**src/verilog/shs_pkg.sv**
```systemverilog
// package for the servo homing sequencer: register map, fields, reset values
// assumes a single drive control clock and an Avalon-MM register master
// Notes on behaviour
// RULE_01: hard-stop mode: stop, reverse, find index
// RULE_02: second stop before index fails homing
// RULE_03: index sets reference in any direction
// RULE_04: index modes need index-capable feedback
// RULE_05: capture unit latches index before start
// RULE_06: index mode drives in homing direction
// RULE_07: index loads both positions, then decelerate
// RULE_08: limit before index reverses, search continues
// RULE_09: home switch in homing direction sets reference
// RULE_10: stop flagged when error exceeds threshold
// RULE_11: current clamped during home-switch homing
// RULE_12: stop before switch: cross, reverse, retake
// RULE_13: capture modes select index latching
// RULE_14: motion tasks refused until homed
// RULE_15: busy, done and failed status shown
// RULE_16: switches used after single sync stage
`default_nettype none
package shs_pkg;
    localparam int unsigned ADDR_W = 4;
    // register word indices (byte address = 4 * index)
    localparam logic [3:0] REG_CTRL   = 4'h0;
    localparam logic [3:0] REG_STATUS = 4'h1;
    localparam logic [3:0] REG_HOMEP  = 4'h2;
    localparam logic [3:0] REG_THRESH = 4'h3;
    localparam logic [3:0] REG_ILIM   = 4'h4;
    localparam logic [3:0] REG_EVENT  = 4'h5;
    localparam logic [3:0] REG_MASK   = 4'h6;
    localparam logic [3:0] REG_CAPA   = 4'h7;
    localparam logic [3:0] REG_CAPB   = 4'h8;
    localparam logic [3:0] REG_POS    = 4'h9;
    // ctrl fields
    localparam int unsigned CTRL_START    = 0;
    localparam int unsigned CTRL_DIR      = 1;
    localparam int unsigned CTRL_MODE_LO  = 4;
    localparam int unsigned CTRL_TASK     = 8;
    localparam int unsigned CTRL_LOSE     = 9;
    // event bits
    localparam int unsigned EV_DONE   = 0;
    localparam int unsigned EV_FAIL   = 1;
    localparam int unsigned EV_STOP   = 2;
    localparam int unsigned EV_REFUSE = 3;
    localparam int unsigned EV_W      = 4;
    // homing modes
    localparam logic [3:0] MODE_STOP_INDEX = 4'ha;
    localparam logic [3:0] MODE_INDEX      = 4'hb;
    localparam logic [3:0] MODE_SWITCH     = 4'hc;
    // capture unit mode value that latches on the index
    localparam logic [1:0] CAP_ON_INDEX = 2'h1;
    // reset values
    localparam logic [31:0] RST_THRESH = 32'h0000_1000;
    localparam logic [15:0] RST_ILIM   = 16'h7fff;
    // wait before a search leg ends at standstill
    localparam int unsigned RAMP_NS     = 1000;
    localparam int unsigned CLK_NS      = 8;
    localparam int unsigned RAMP_CYCLES = (RAMP_NS + CLK_NS - 1) / CLK_NS;
    typedef enum logic [2:0] {
        SHS_IDLE, SHS_SEEK, SHS_BACK, SHS_CROSS, SHS_RAMP, SHS_SETTLE
    } shs_state_e;
endpackage : shs_pkg
`default_nettype wire

```
**src/verilog/shs_regs.sv**
```systemverilog
// configuration register storage for the homing sequencer
// assumes the main module decodes the bus and drives the write strobes
`default_nettype none
module shs_regs
    import shs_pkg::*;
#(
    parameter int unsigned NREG = 4
) (
    // clock and reset
    input  wire logic                  ref_clk,
    input  wire logic                  rst,
    // write side
    input  wire logic [NREG-1:0]       wr_en,
    input  wire logic [31:0]           wr_data,
    // read side
    input  wire logic [$clog2(NREG)-1:0] rd_sel,
    output logic      [31:0]           rd_data_q,
    output logic      [NREG*32-1:0]    all_q
);
    logic [31:0] mem_q [NREG];
    initial begin
        assert (NREG >= 2) else $error("shs_regs needs two words");
    end
    genvar g;
    generate
        for (g = 0; g < NREG; g++) begin : g_word
            always_ff @(posedge ref_clk or posedge rst) begin
                if (rst) begin
                    mem_q[g] <= 32'h0;
                end else if (wr_en[g]) begin
                    mem_q[g] <= wr_data;
                end
            end
            assign all_q[g*32 +: 32] = mem_q[g];
        end
    endgenerate
    always_ff @(posedge ref_clk or posedge rst) begin
        if (rst) begin
            rd_data_q <= 32'h0;
        end else begin
            rd_data_q <= mem_q[rd_sel];
        end
    end
endmodule : shs_regs
`default_nettype wire

```
**src/verilog/shs_sequencer.sv**
```systemverilog
// homing sequencer top: modes for stop-then-index, index search, home switch
// assumes position loop inputs synchronous to ref_clk, Avalon-MM master
//
// The implementer's own choices: the Avalon-MM interface to the registers and the register offsets.
`default_nettype none
module shs_sequencer
    import shs_pkg::*;
#(
    parameter int unsigned POS_W = 32
) (
    // clock and reset
    input  wire logic              ref_clk,
    input  wire logic              rst,
    // avalon-mm slave
    input  wire logic [ADDR_W-1:0] avs_address,
    input  wire logic              avs_read,
    input  wire logic              avs_write,
    input  wire logic [31:0]       avs_writedata,
    output logic      [31:0]       avs_readdata,
    output logic                   avs_waitrequest,
    // feedback and position loop
    input  wire logic              index_pulse,
    input  wire logic [POS_W-1:0]  following_error,
    input  wire logic [POS_W-1:0]  feedback_position,
    input  wire logic              at_standstill,
    // switches
    input  wire logic              limit_pos,
    input  wire logic              limit_neg,
    input  wire logic              home_switch,
    // motion outputs
    output logic                   move_en,
    output logic                   move_dir,
    output logic                   decel_req,
    output logic                   pos_load,
    output logic      [POS_W-1:0]  commanded_position,
    output logic      [15:0]       homing_current_limit,
    output logic                   current_clamp,
    output logic                   task_start,
    output logic      [1:0]        capture_unit_a_mode,
    output logic      [1:0]        capture_unit_b_mode,
    // status
    output logic                   busy,
    output logic                   done,
    output logic                   failed,
    output logic                   irq
);
    initial begin
        assert (POS_W == 32) else $error("position width must be 32");
    end

    function automatic logic [POS_W-1:0] mag(input logic [POS_W-1:0] v);
        return v[POS_W-1] ? (~v + 1'b1) : v;
    endfunction : mag

    // register storage: homep, thresh, capa and capb share words 0..3
    logic [3:0]        store_we;
    logic [31:0]       store_rd_q;
    logic [127:0]      store_q;
    logic [31:0]       home_p;
    logic [31:0]       thresh_raw;
    logic [31:0]       thresh;
    logic [1:0]        sel2;
    shs_regs #(.NREG(4)) u_regs (
        .ref_clk   (ref_clk),
        .rst       (rst),
        .wr_en     (store_we),
        .wr_data   (avs_writedata),
        .rd_sel    (sel2),
        .rd_data_q (store_rd_q),
        .all_q     (store_q)
    );
    assign home_p     = store_q[31:0];
    assign thresh_raw = store_q[63:32];
    // zero after reset means the default threshold
    assign thresh     = (thresh_raw == 32'h0) ? RST_THRESH : thresh_raw;

    logic [31:0]       ctrl_q;
    logic [EV_W-1:0]   ev_q;
    logic [EV_W-1:0]   mask_q;
    logic [EV_W-1:0]   ev_set;
    logic              rd_pend_q;
    logic [ADDR_W-1:0] rd_addr_q;
    logic              homed_q;
    logic              start_cmd;
    logic              task_cmd;
    logic              lose_cmd;
    logic [3:0]        mode;
    logic              dir_cfg;

    assign mode    = ctrl_q[CTRL_MODE_LO +: 4];
    assign dir_cfg = ctrl_q[CTRL_DIR];

    // store words: homep, thresh, capa, capb
    always_comb begin
        store_we = 4'h0;
        sel2     = 2'h0;
        if (avs_write && avs_waitrequest == 1'b0) begin
            store_we[0] = (avs_address == REG_HOMEP);
            store_we[1] = (avs_address == REG_THRESH);
            store_we[2] = (avs_address == REG_CAPA);
            store_we[3] = (avs_address == REG_CAPB);
        end
        // select from the live address so the stored word is ready when read data is taken
        unique case (avs_address)
            REG_THRESH: sel2 = 2'h1;
            REG_CAPA:   sel2 = 2'h2;
            REG_CAPB:   sel2 = 2'h3;
            default:    sel2 = 2'h0;
        endcase
    end

    logic wr_go;
    assign wr_go     = avs_write && !avs_waitrequest;
    assign start_cmd = wr_go && avs_address == REG_CTRL && avs_writedata[CTRL_START];
    assign task_cmd  = wr_go && avs_address == REG_CTRL && avs_writedata[CTRL_TASK];
    assign lose_cmd  = wr_go && avs_address == REG_CTRL && avs_writedata[CTRL_LOSE];

    // writes wait one cycle; reads wait two cycles for registered data
    always_ff @(posedge ref_clk or posedge rst) begin
        if (rst) begin
            avs_waitrequest <= 1'b1;
            rd_pend_q       <= 1'b0;
            rd_addr_q       <= '0;
        end else begin
            rd_pend_q       <= avs_read && avs_waitrequest && !rd_pend_q;
            rd_addr_q       <= avs_address;
            avs_waitrequest <= !((avs_write && avs_waitrequest)
                                 || (avs_read && rd_pend_q && avs_waitrequest));
        end
    end

    always_ff @(posedge ref_clk or posedge rst) begin
        if (rst) begin
            ctrl_q               <= 32'h0;
            mask_q               <= '0;
            homing_current_limit <= RST_ILIM;
        end else if (wr_go) begin
            if (avs_address == REG_CTRL) begin
                ctrl_q <= avs_writedata & 32'h0000_00f2;
            end
            if (avs_address == REG_MASK) begin
                mask_q <= avs_writedata[EV_W-1:0];
            end
            if (avs_address == REG_ILIM) begin
                homing_current_limit <= avs_writedata[15:0];
            end
        end
    end

    // RULE_13 capture modes from registers
    // RULE_05 software sets index latching before start
    always_ff @(posedge ref_clk or posedge rst) begin
        if (rst) begin
            capture_unit_a_mode <= 2'h0;
            capture_unit_b_mode <= 2'h0;
        end else begin
            capture_unit_a_mode <= store_q[65:64];
            capture_unit_b_mode <= store_q[97:96];
        end
    end

    // RULE_16 single sync stage, no debounce
    logic       lp_q, ln_q, hs_q, ix_q, hs_d1_q;
    always_ff @(posedge ref_clk or posedge rst) begin
        if (rst) begin
            lp_q    <= 1'b0;
            ln_q    <= 1'b0;
            hs_q    <= 1'b0;
            ix_q    <= 1'b0;
            hs_d1_q <= 1'b0;
        end else begin
            lp_q    <= limit_pos;
            ln_q    <= limit_neg;
            hs_q    <= home_switch;
            ix_q    <= index_pulse;
            hs_d1_q <= hs_q;
        end
    end

    // RULE_10 mechanical stop on error magnitude
    logic mech_stop;
    assign mech_stop = mag(following_error) > thresh;

    logic limit_hit;
    assign limit_hit = move_dir ? lp_q : ln_q;
    logic hs_rise, hs_fall;
    assign hs_rise = hs_q && !hs_d1_q;
    assign hs_fall = !hs_q && hs_d1_q;

    shs_state_e state_q;
    logic       reversed_q;
    logic [$clog2(RAMP_CYCLES+1)-1:0] ramp_q;
    logic       ref_take, fail_take, ramp_done;
    assign ramp_done = (ramp_q == '0) && at_standstill;

    // RULE_03 index sets reference regardless of direction
    // RULE_09 switch in homing direction takes reference
    always_comb begin
        ref_take  = 1'b0;
        fail_take = 1'b0;
        if (state_q == SHS_SEEK || state_q == SHS_BACK) begin
            unique case (mode)
                MODE_STOP_INDEX: begin
                    ref_take  = state_q == SHS_BACK && ix_q;
                    // RULE_02 second stop aborts
                    fail_take = state_q == SHS_BACK && !ix_q && mech_stop;
                end
                MODE_INDEX:  ref_take = ix_q;
                MODE_SWITCH: ref_take = state_q == SHS_SEEK && hs_rise
                                        && move_dir == dir_cfg;
                default:     fail_take = 1'b1;
            endcase
        end
    end

    always_ff @(posedge ref_clk or posedge rst) begin
        if (rst) begin
            state_q    <= SHS_IDLE;
            move_en    <= 1'b0;
            move_dir   <= 1'b0;
            decel_req  <= 1'b0;
            reversed_q <= 1'b0;
            ramp_q     <= '0;
        end else begin
            unique case (state_q)
                SHS_IDLE: if (start_cmd) begin
                    // RULE_06 start in homing direction
                    state_q    <= SHS_SEEK;
                    move_en    <= 1'b1;
                    move_dir   <= avs_writedata[CTRL_DIR];
                    decel_req  <= 1'b0;
                    reversed_q <= 1'b0;
                end
                SHS_SEEK: begin
                    if (ref_take || fail_take) begin
                        state_q   <= SHS_RAMP;
                        decel_req <= 1'b1;
                        ramp_q    <= RAMP_CYCLES[$bits(ramp_q)-1:0];
                    end else if (mode == MODE_STOP_INDEX && mech_stop) begin
                        // RULE_01 hard stop found, reverse to index
                        state_q  <= SHS_BACK;
                        move_dir <= !move_dir;
                    end else if (mode == MODE_INDEX && limit_hit && !reversed_q) begin
                        // RULE_08 limit reverses index search
                        move_dir   <= !move_dir;
                        reversed_q <= 1'b1;
                    end else if (mode == MODE_SWITCH && mech_stop) begin
                        // RULE_12 stop before switch: back across it
                        state_q  <= SHS_CROSS;
                        move_dir <= !move_dir;
                    end
                end
                SHS_BACK: if (ref_take || fail_take) begin
                    state_q   <= SHS_RAMP;
                    decel_req <= 1'b1;
                    ramp_q    <= RAMP_CYCLES[$bits(ramp_q)-1:0];
                end
                SHS_CROSS: if (hs_fall) begin
                    // RULE_12 switch crossed: ramp down, then retry
                    state_q   <= SHS_SETTLE;
                    decel_req <= 1'b1;
                    ramp_q    <= RAMP_CYCLES[$bits(ramp_q)-1:0];
                end
                SHS_SETTLE: begin
                    if (ramp_q != '0) begin
                        ramp_q <= ramp_q - 1'b1;
                    end else if (at_standstill) begin
                        state_q   <= SHS_SEEK;
                        decel_req <= 1'b0;
                        move_dir  <= dir_cfg;
                    end
                end
                SHS_RAMP: begin
                    if (ramp_q != '0) begin
                        ramp_q <= ramp_q - 1'b1;
                    end
                    if (ramp_done) begin
                        state_q   <= SHS_IDLE;
                        move_en   <= 1'b0;
                        decel_req <= 1'b0;
                    end
                end
            endcase
        end
    end

    // RULE_07 load both positions at reference
    always_ff @(posedge ref_clk or posedge rst) begin
        if (rst) begin
            pos_load           <= 1'b0;
            commanded_position <= '0;
        end else begin
            pos_load <= ref_take;
            if (ref_take) begin
                commanded_position <= home_p;
            end
        end
    end

    // RULE_11 current clamp in switch mode
    always_ff @(posedge ref_clk or posedge rst) begin
        if (rst) begin
            current_clamp <= 1'b0;
        end else begin
            current_clamp <= (state_q != SHS_IDLE) && mode == MODE_SWITCH;
        end
    end

    // RULE_15 busy, done, failed
    // RULE_14 homed flag gates task starts
    always_ff @(posedge ref_clk or posedge rst) begin
        if (rst) begin
            busy       <= 1'b0;
            done       <= 1'b0;
            failed     <= 1'b0;
            homed_q    <= 1'b0;
            task_start <= 1'b0;
        end else begin
            busy       <= (state_q != SHS_IDLE && !(state_q == SHS_RAMP && ramp_done))
                          || (state_q == SHS_IDLE && start_cmd);
            task_start <= task_cmd && homed_q && state_q == SHS_IDLE;
            if (start_cmd && state_q == SHS_IDLE) begin
                done    <= 1'b0;
                failed  <= 1'b0;
                homed_q <= 1'b0;
            end else if (ref_take) begin
                done    <= 1'b1;
                homed_q <= 1'b1;
            end else if (fail_take) begin
                failed  <= 1'b1;
            end else if (lose_cmd) begin
                homed_q <= 1'b0;
                done    <= 1'b0;
            end
        end
    end

    // sticky events; a read clears only the bits it showed, a new event wins
    logic ev_rd;
    assign ev_rd  = avs_read && !avs_waitrequest && avs_address == REG_EVENT;
    assign ev_set = {task_cmd && !homed_q, mech_stop && state_q != SHS_IDLE,
                     fail_take, ref_take};
    always_ff @(posedge ref_clk or posedge rst) begin
        if (rst) begin
            ev_q <= '0;
            irq  <= 1'b0;
        end else begin
            ev_q <= (ev_rd ? ev_q & ~avs_readdata[EV_W-1:0] : ev_q) | ev_set;
            irq  <= |(((ev_rd ? ev_q & ~avs_readdata[EV_W-1:0] : ev_q) | ev_set) & mask_q);
        end
    end

    // read data mux, registered
    always_ff @(posedge ref_clk or posedge rst) begin
        if (rst) begin
            avs_readdata <= 32'h0;
        end else if (avs_read && rd_pend_q) begin
            unique case (rd_addr_q)
                REG_CTRL:   avs_readdata <= ctrl_q;
                REG_STATUS: avs_readdata <= {25'h0, state_q, homed_q, failed,
                                             done, busy};
                // effective threshold, so an unset word reads back as the default
                REG_THRESH: avs_readdata <= thresh;
                REG_HOMEP, REG_CAPA, REG_CAPB:
                            avs_readdata <= store_rd_q;
                REG_ILIM:   avs_readdata <= {16'h0, homing_current_limit};
                REG_EVENT:  avs_readdata <= {28'h0, ev_q};
                REG_MASK:   avs_readdata <= {28'h0, mask_q};
                REG_POS:    avs_readdata <= feedback_position;
                default:    avs_readdata <= 32'h0;
            endcase
        end
    end
endmodule : shs_sequencer
`default_nettype wire

```
**config.mk**
```make
export PLATFORM = sky130hd
export DESIGN_NAME = shs_sequencer
export DESIGN_NICKNAME = d
export VERILOG_FILES = /design/src/verilog/shs_pkg.sv /design/src/verilog/shs_regs.sv /design/src/verilog/shs_sequencer.sv
export SDC_FILE = /design/constraint.sdc
export NUM_CORES = 1
export LEC_CHECK = 0
export CORE_ASPECT_RATIO = 0.7
export CORE_MARGIN = 2
export CORE_UTILIZATION = 40
export CTS_CLUSTER_SIZE = 12
export DETAILED_ROUTE_END_ITERATION = 7
export DONT_BUFFER_PORTS = 1
export HOLD_SLACK_MARGIN = 0.08
export SYNTH_ARGS = -nofsm -noshare
export SYNTH_HDL_FRONTEND = slang
export SYNTH_SLANG_ARGS = --single-unit
```
**constraint.sdc**
```tcl
create_clock -name ref_clk -period 11.6 [get_ports ref_clk]
set_input_delay 2.32 -clock ref_clk [delete_from_list [all_inputs] [get_ports ref_clk]]
set_output_delay 2.32 -clock ref_clk [all_outputs]
set_load 0.005 [all_outputs]
```
==> impl_metrics.env <==
export IMPL_outcome="completed"
export IMPL_setup_viol=0
export IMPL_syn_nets=1386
export IMPL_ant_nets=0
export IMPL_insertion_delay_ns=0.57
export IMPL_syn_to_final_growth_pct=10.06
export IMPL_drc=0
export IMPL_mostFrequentLayoutCell="dfrtp_1"
export IMPL_peakVddDrop_uv=123.5
export IMPL_synthMuxAreaShare_pct=13.39
export IMPL_fillCellCount=3150
export IMPL_synth_edf_count=0
export IMPL_cts_buffers=30
export IMPL_cts_buffer_depth=3
export IMPL_end_kind="flop"
export IMPL_io_pins=204
export IMPL_ys_ff_latch=289
export IMPL_initial_core_util_pct=40.64
export IMPL_finClkSkew_ns=0.01454
export IMPL_powerDensity_nw_per_um2=181.4
export IMPL_grt_total_usage_pct=23.75
export IMPL_synth_main_ff_cell="dfrtp_1"
export IMPL_power_leakage_nw=6.692
export IMPL_dieArea_um2=35620
export IMPL_worstSetupPathType="in2reg"
export IMPL_grt_pass1_wl_mm=63.01
export IMPL_final_core_util_pct=44.73
export IMPL_nets=1357
export IMPL_finalCritPeriodShare_pct=54.31
export IMPL_finalNonFillerCells=1674
export IMPL_fmax_ghz=0.1587
export IMPL_cts_htree_levels=1
export IMPL_synth_cell_type_count=66
export IMPL_relSlewSlack_pct=21.11
export IMPL_hold_class="reg2reg"
export IMPL_tns_ns=0
export IMPL_antenna_found_initial=1
export IMPL_place_inst=1617
export IMPL_grt_pass1_vias=9715
export IMPL_core_area_um2=33560
export IMPL_syn_area_per_cell_um2=10.97
export IMPL_io_buffer_count=0
export IMPL_die_x_um=224.7
export IMPL_final_cell_mix="273 x dfrtp_1, 191 x nand2_1, 153 x mux2_2, 88 x o21ai_0, 41 x inv_1"
export IMPL_wl_per_cell_um=25.33
export IMPL_ys_seq_area_share_pct=53.16
export IMPL_synth_cells=1243
export IMPL_critical_path_arrival_ns=6.74
export IMPL_fin_crit_ns=6.299
export IMPL_fp_row_count=56
export IMPL_vias=9994
export IMPL_tightest_slew_ns=1.183
export IMPL_critPathRequiredTime_ns=12.04
export IMPL_grt_max_degree=87
export IMPL_drtPass1Iterations=7
export IMPL_post_cts_setup_buffers=0
export IMPL_grt_overflow_total=0
export IMPL_hold_viol=0
export IMPL_synth_xor_area_share_pct=2.183
export IMPL_drv_cap=0
export IMPL_synth_cell_area_um2=13640
export IMPL_cp_startpoint="following_error[9]"
export IMPL_holdBufCountCts=0
export IMPL_multi_input_area_um2=5972
export IMPL_clk_pin_slew_ns=0.06
export IMPL_seqCellArea_um2=7252
export IMPL_yosysWarnings=0
export IMPL_setup_slack_ns=5.301
export IMPL_drt_iter0_markers=976
export IMPL_min_from="u_regs.all_q[64]"
export IMPL_async_flop_share_pct=100.0
export IMPL_final_max_slew_viol_count=0
export IMPL_r2r_start="u_regs.all_q[49]"
export IMPL_numClockSinks=289
export IMPL_rsz0062_at_grt="false"
export IMPL_synthSimpleGateAreaFrac_pct=11.58
export IMPL_layout_drive_gt1_share_pct=20.60
export IMPL_synthAdderAreaFrac_pct=3.119
export IMPL_cts_root_buffer="clkbuf_16"
export IMPL_cts_resized=0
export IMPL_cts_tree="done"
export IMPL_start_kind="input pin"
export IMPL_dp_hpwl_mm=29.95
export IMPL_cp_max_fo=6
export IMPL_synth_compound_area_share_pct=13.32
export IMPL_synth_top_family_by_area="multiplexers"
export IMPL_die_h_um=158.5
export IMPL_place_ws_ns=4.703
export IMPL_wl_mm=42.41
export IMPL_gp_congestion=0.8969
export IMPL_viasPerCell=5.970
metrics by stage:
| stage | total power, mW | area (um2) | hold slack, ns |
|---|---|---|---|
| 2_1_floorplan | 1.626 | 13640 | 0.3686 |
| 3_3_place_gp | 1.758 | 14030 | 0.3845 |
| 4_1_cts | 2.744 | 15010 | 0.4061 |
| 5_1_grt | 2.869 | 15010 | 0.4191 |
| 6_report | 2.724 | 15010 | 0.4037 |
| 3_5_place_dp | 1.774 | 14030 | 0.3922 |
layout make-up:
class,instances,area share (%)
inverter,42,1.100
multi-input combinational,838,39.78
antenna,1,0.01667
sequential,289,48.30
tap,435,3.625
clock buffer,52,6.226
clock inverter,4,0.3000
timing repair buffer,13,0.6501
report_power, final:
group	switching (mW)	internal (mW)
clock network	0.401	0.563
logic	0.220	0.195
registers	0.155	1.19
state kept, by name, summed over array words and instances (netlist names), 2 cells and up:
signal,flops
u_regs.all_q,128
ctrl_q,5
rd_addr_q,4
avs_readdata,32
homing_current_limit,16
mask_q,4
capture_unit_b_mode,2
state_q,3
commanded_position,32
capture_unit_a_mode,2
ramp_q,7
u_regs.rd_data_q,32
ev_q,4
final timing paths:
kind | to | slack (ns) | cells after the start
max | ramp_q[1] | 5.30 | 15
min | capture_unit_a_mode[0] | 0.40 | 0
min in group asynchronous | u_regs.all_q[34] | 1.67 | 1
max reg2reg | ramp_q[1] | 7.32 | 12
min reg2reg | capture_unit_a_mode[0] | 0.40 | 0
max in group asynchronous | u_regs.all_q[30] | 7.75 | 3
synth_stat cells, types with 12 or more instances:
cell type | number | share of area [%]
mux2_2 | 153 | 13
a31oi_1 | 36 | 1.7
nor2_1 | 29 | 0.80
nand2_1 | 193 | 5.3
nor4_1 | 12 | 0.55
buf_1 | 14 | 0.39
a21oi_1 | 29 | 1.1
dfrtp_1 | 273 | 50
clkbuf_1 | 59 | 1.6
inv_1 | 42 | 1.2
nand3_1 | 20 | 0.73
o21ai_0 | 88 | 3.2
o22ai_1 | 33 | 1.5
xnor2_1 | 31 | 2.0
dfstp_2 | 16 | 3.1
ha_1 | 34 | 3.1
a222oi_1 | 28 | 2.1
worst max-delay path: stages:
cell	delay, ns
nor4_4	0.46
nand4_2	0.23
or3_4	0.43
or3_4	0.39
or3_4	0.40
o31ai_4	0.18
xnor2_1	0.09
ha_1	0.30
nand4_1	0.15
nor4_1	0.41
nand3_1	0.16
o311ai_1	0.20
a21oi_1	0.25
and3b_1	0.41
mux2_1	0.34
logic make-up after synthesis:
family / after synthesis
AND/OR/NAND/NOR: 330
flip-flops: 289
AO/OA/AOI/OAI: 277
multiplexers: 163
buffers and inverters: 116
XOR/XNOR: 34
adder cells (fa/ha/maj): 34
routing by layer:
layer	wire length, um	track usage, %	vias to the layer above
li1	-	-	4451
met1	19480	34.42	5096
met2	18340	35.77	388
met3	3633	6.163	59
met4	952	5.140	0
met5	0	0	-
No activity file was read; power rests on OpenSTA's default activity.
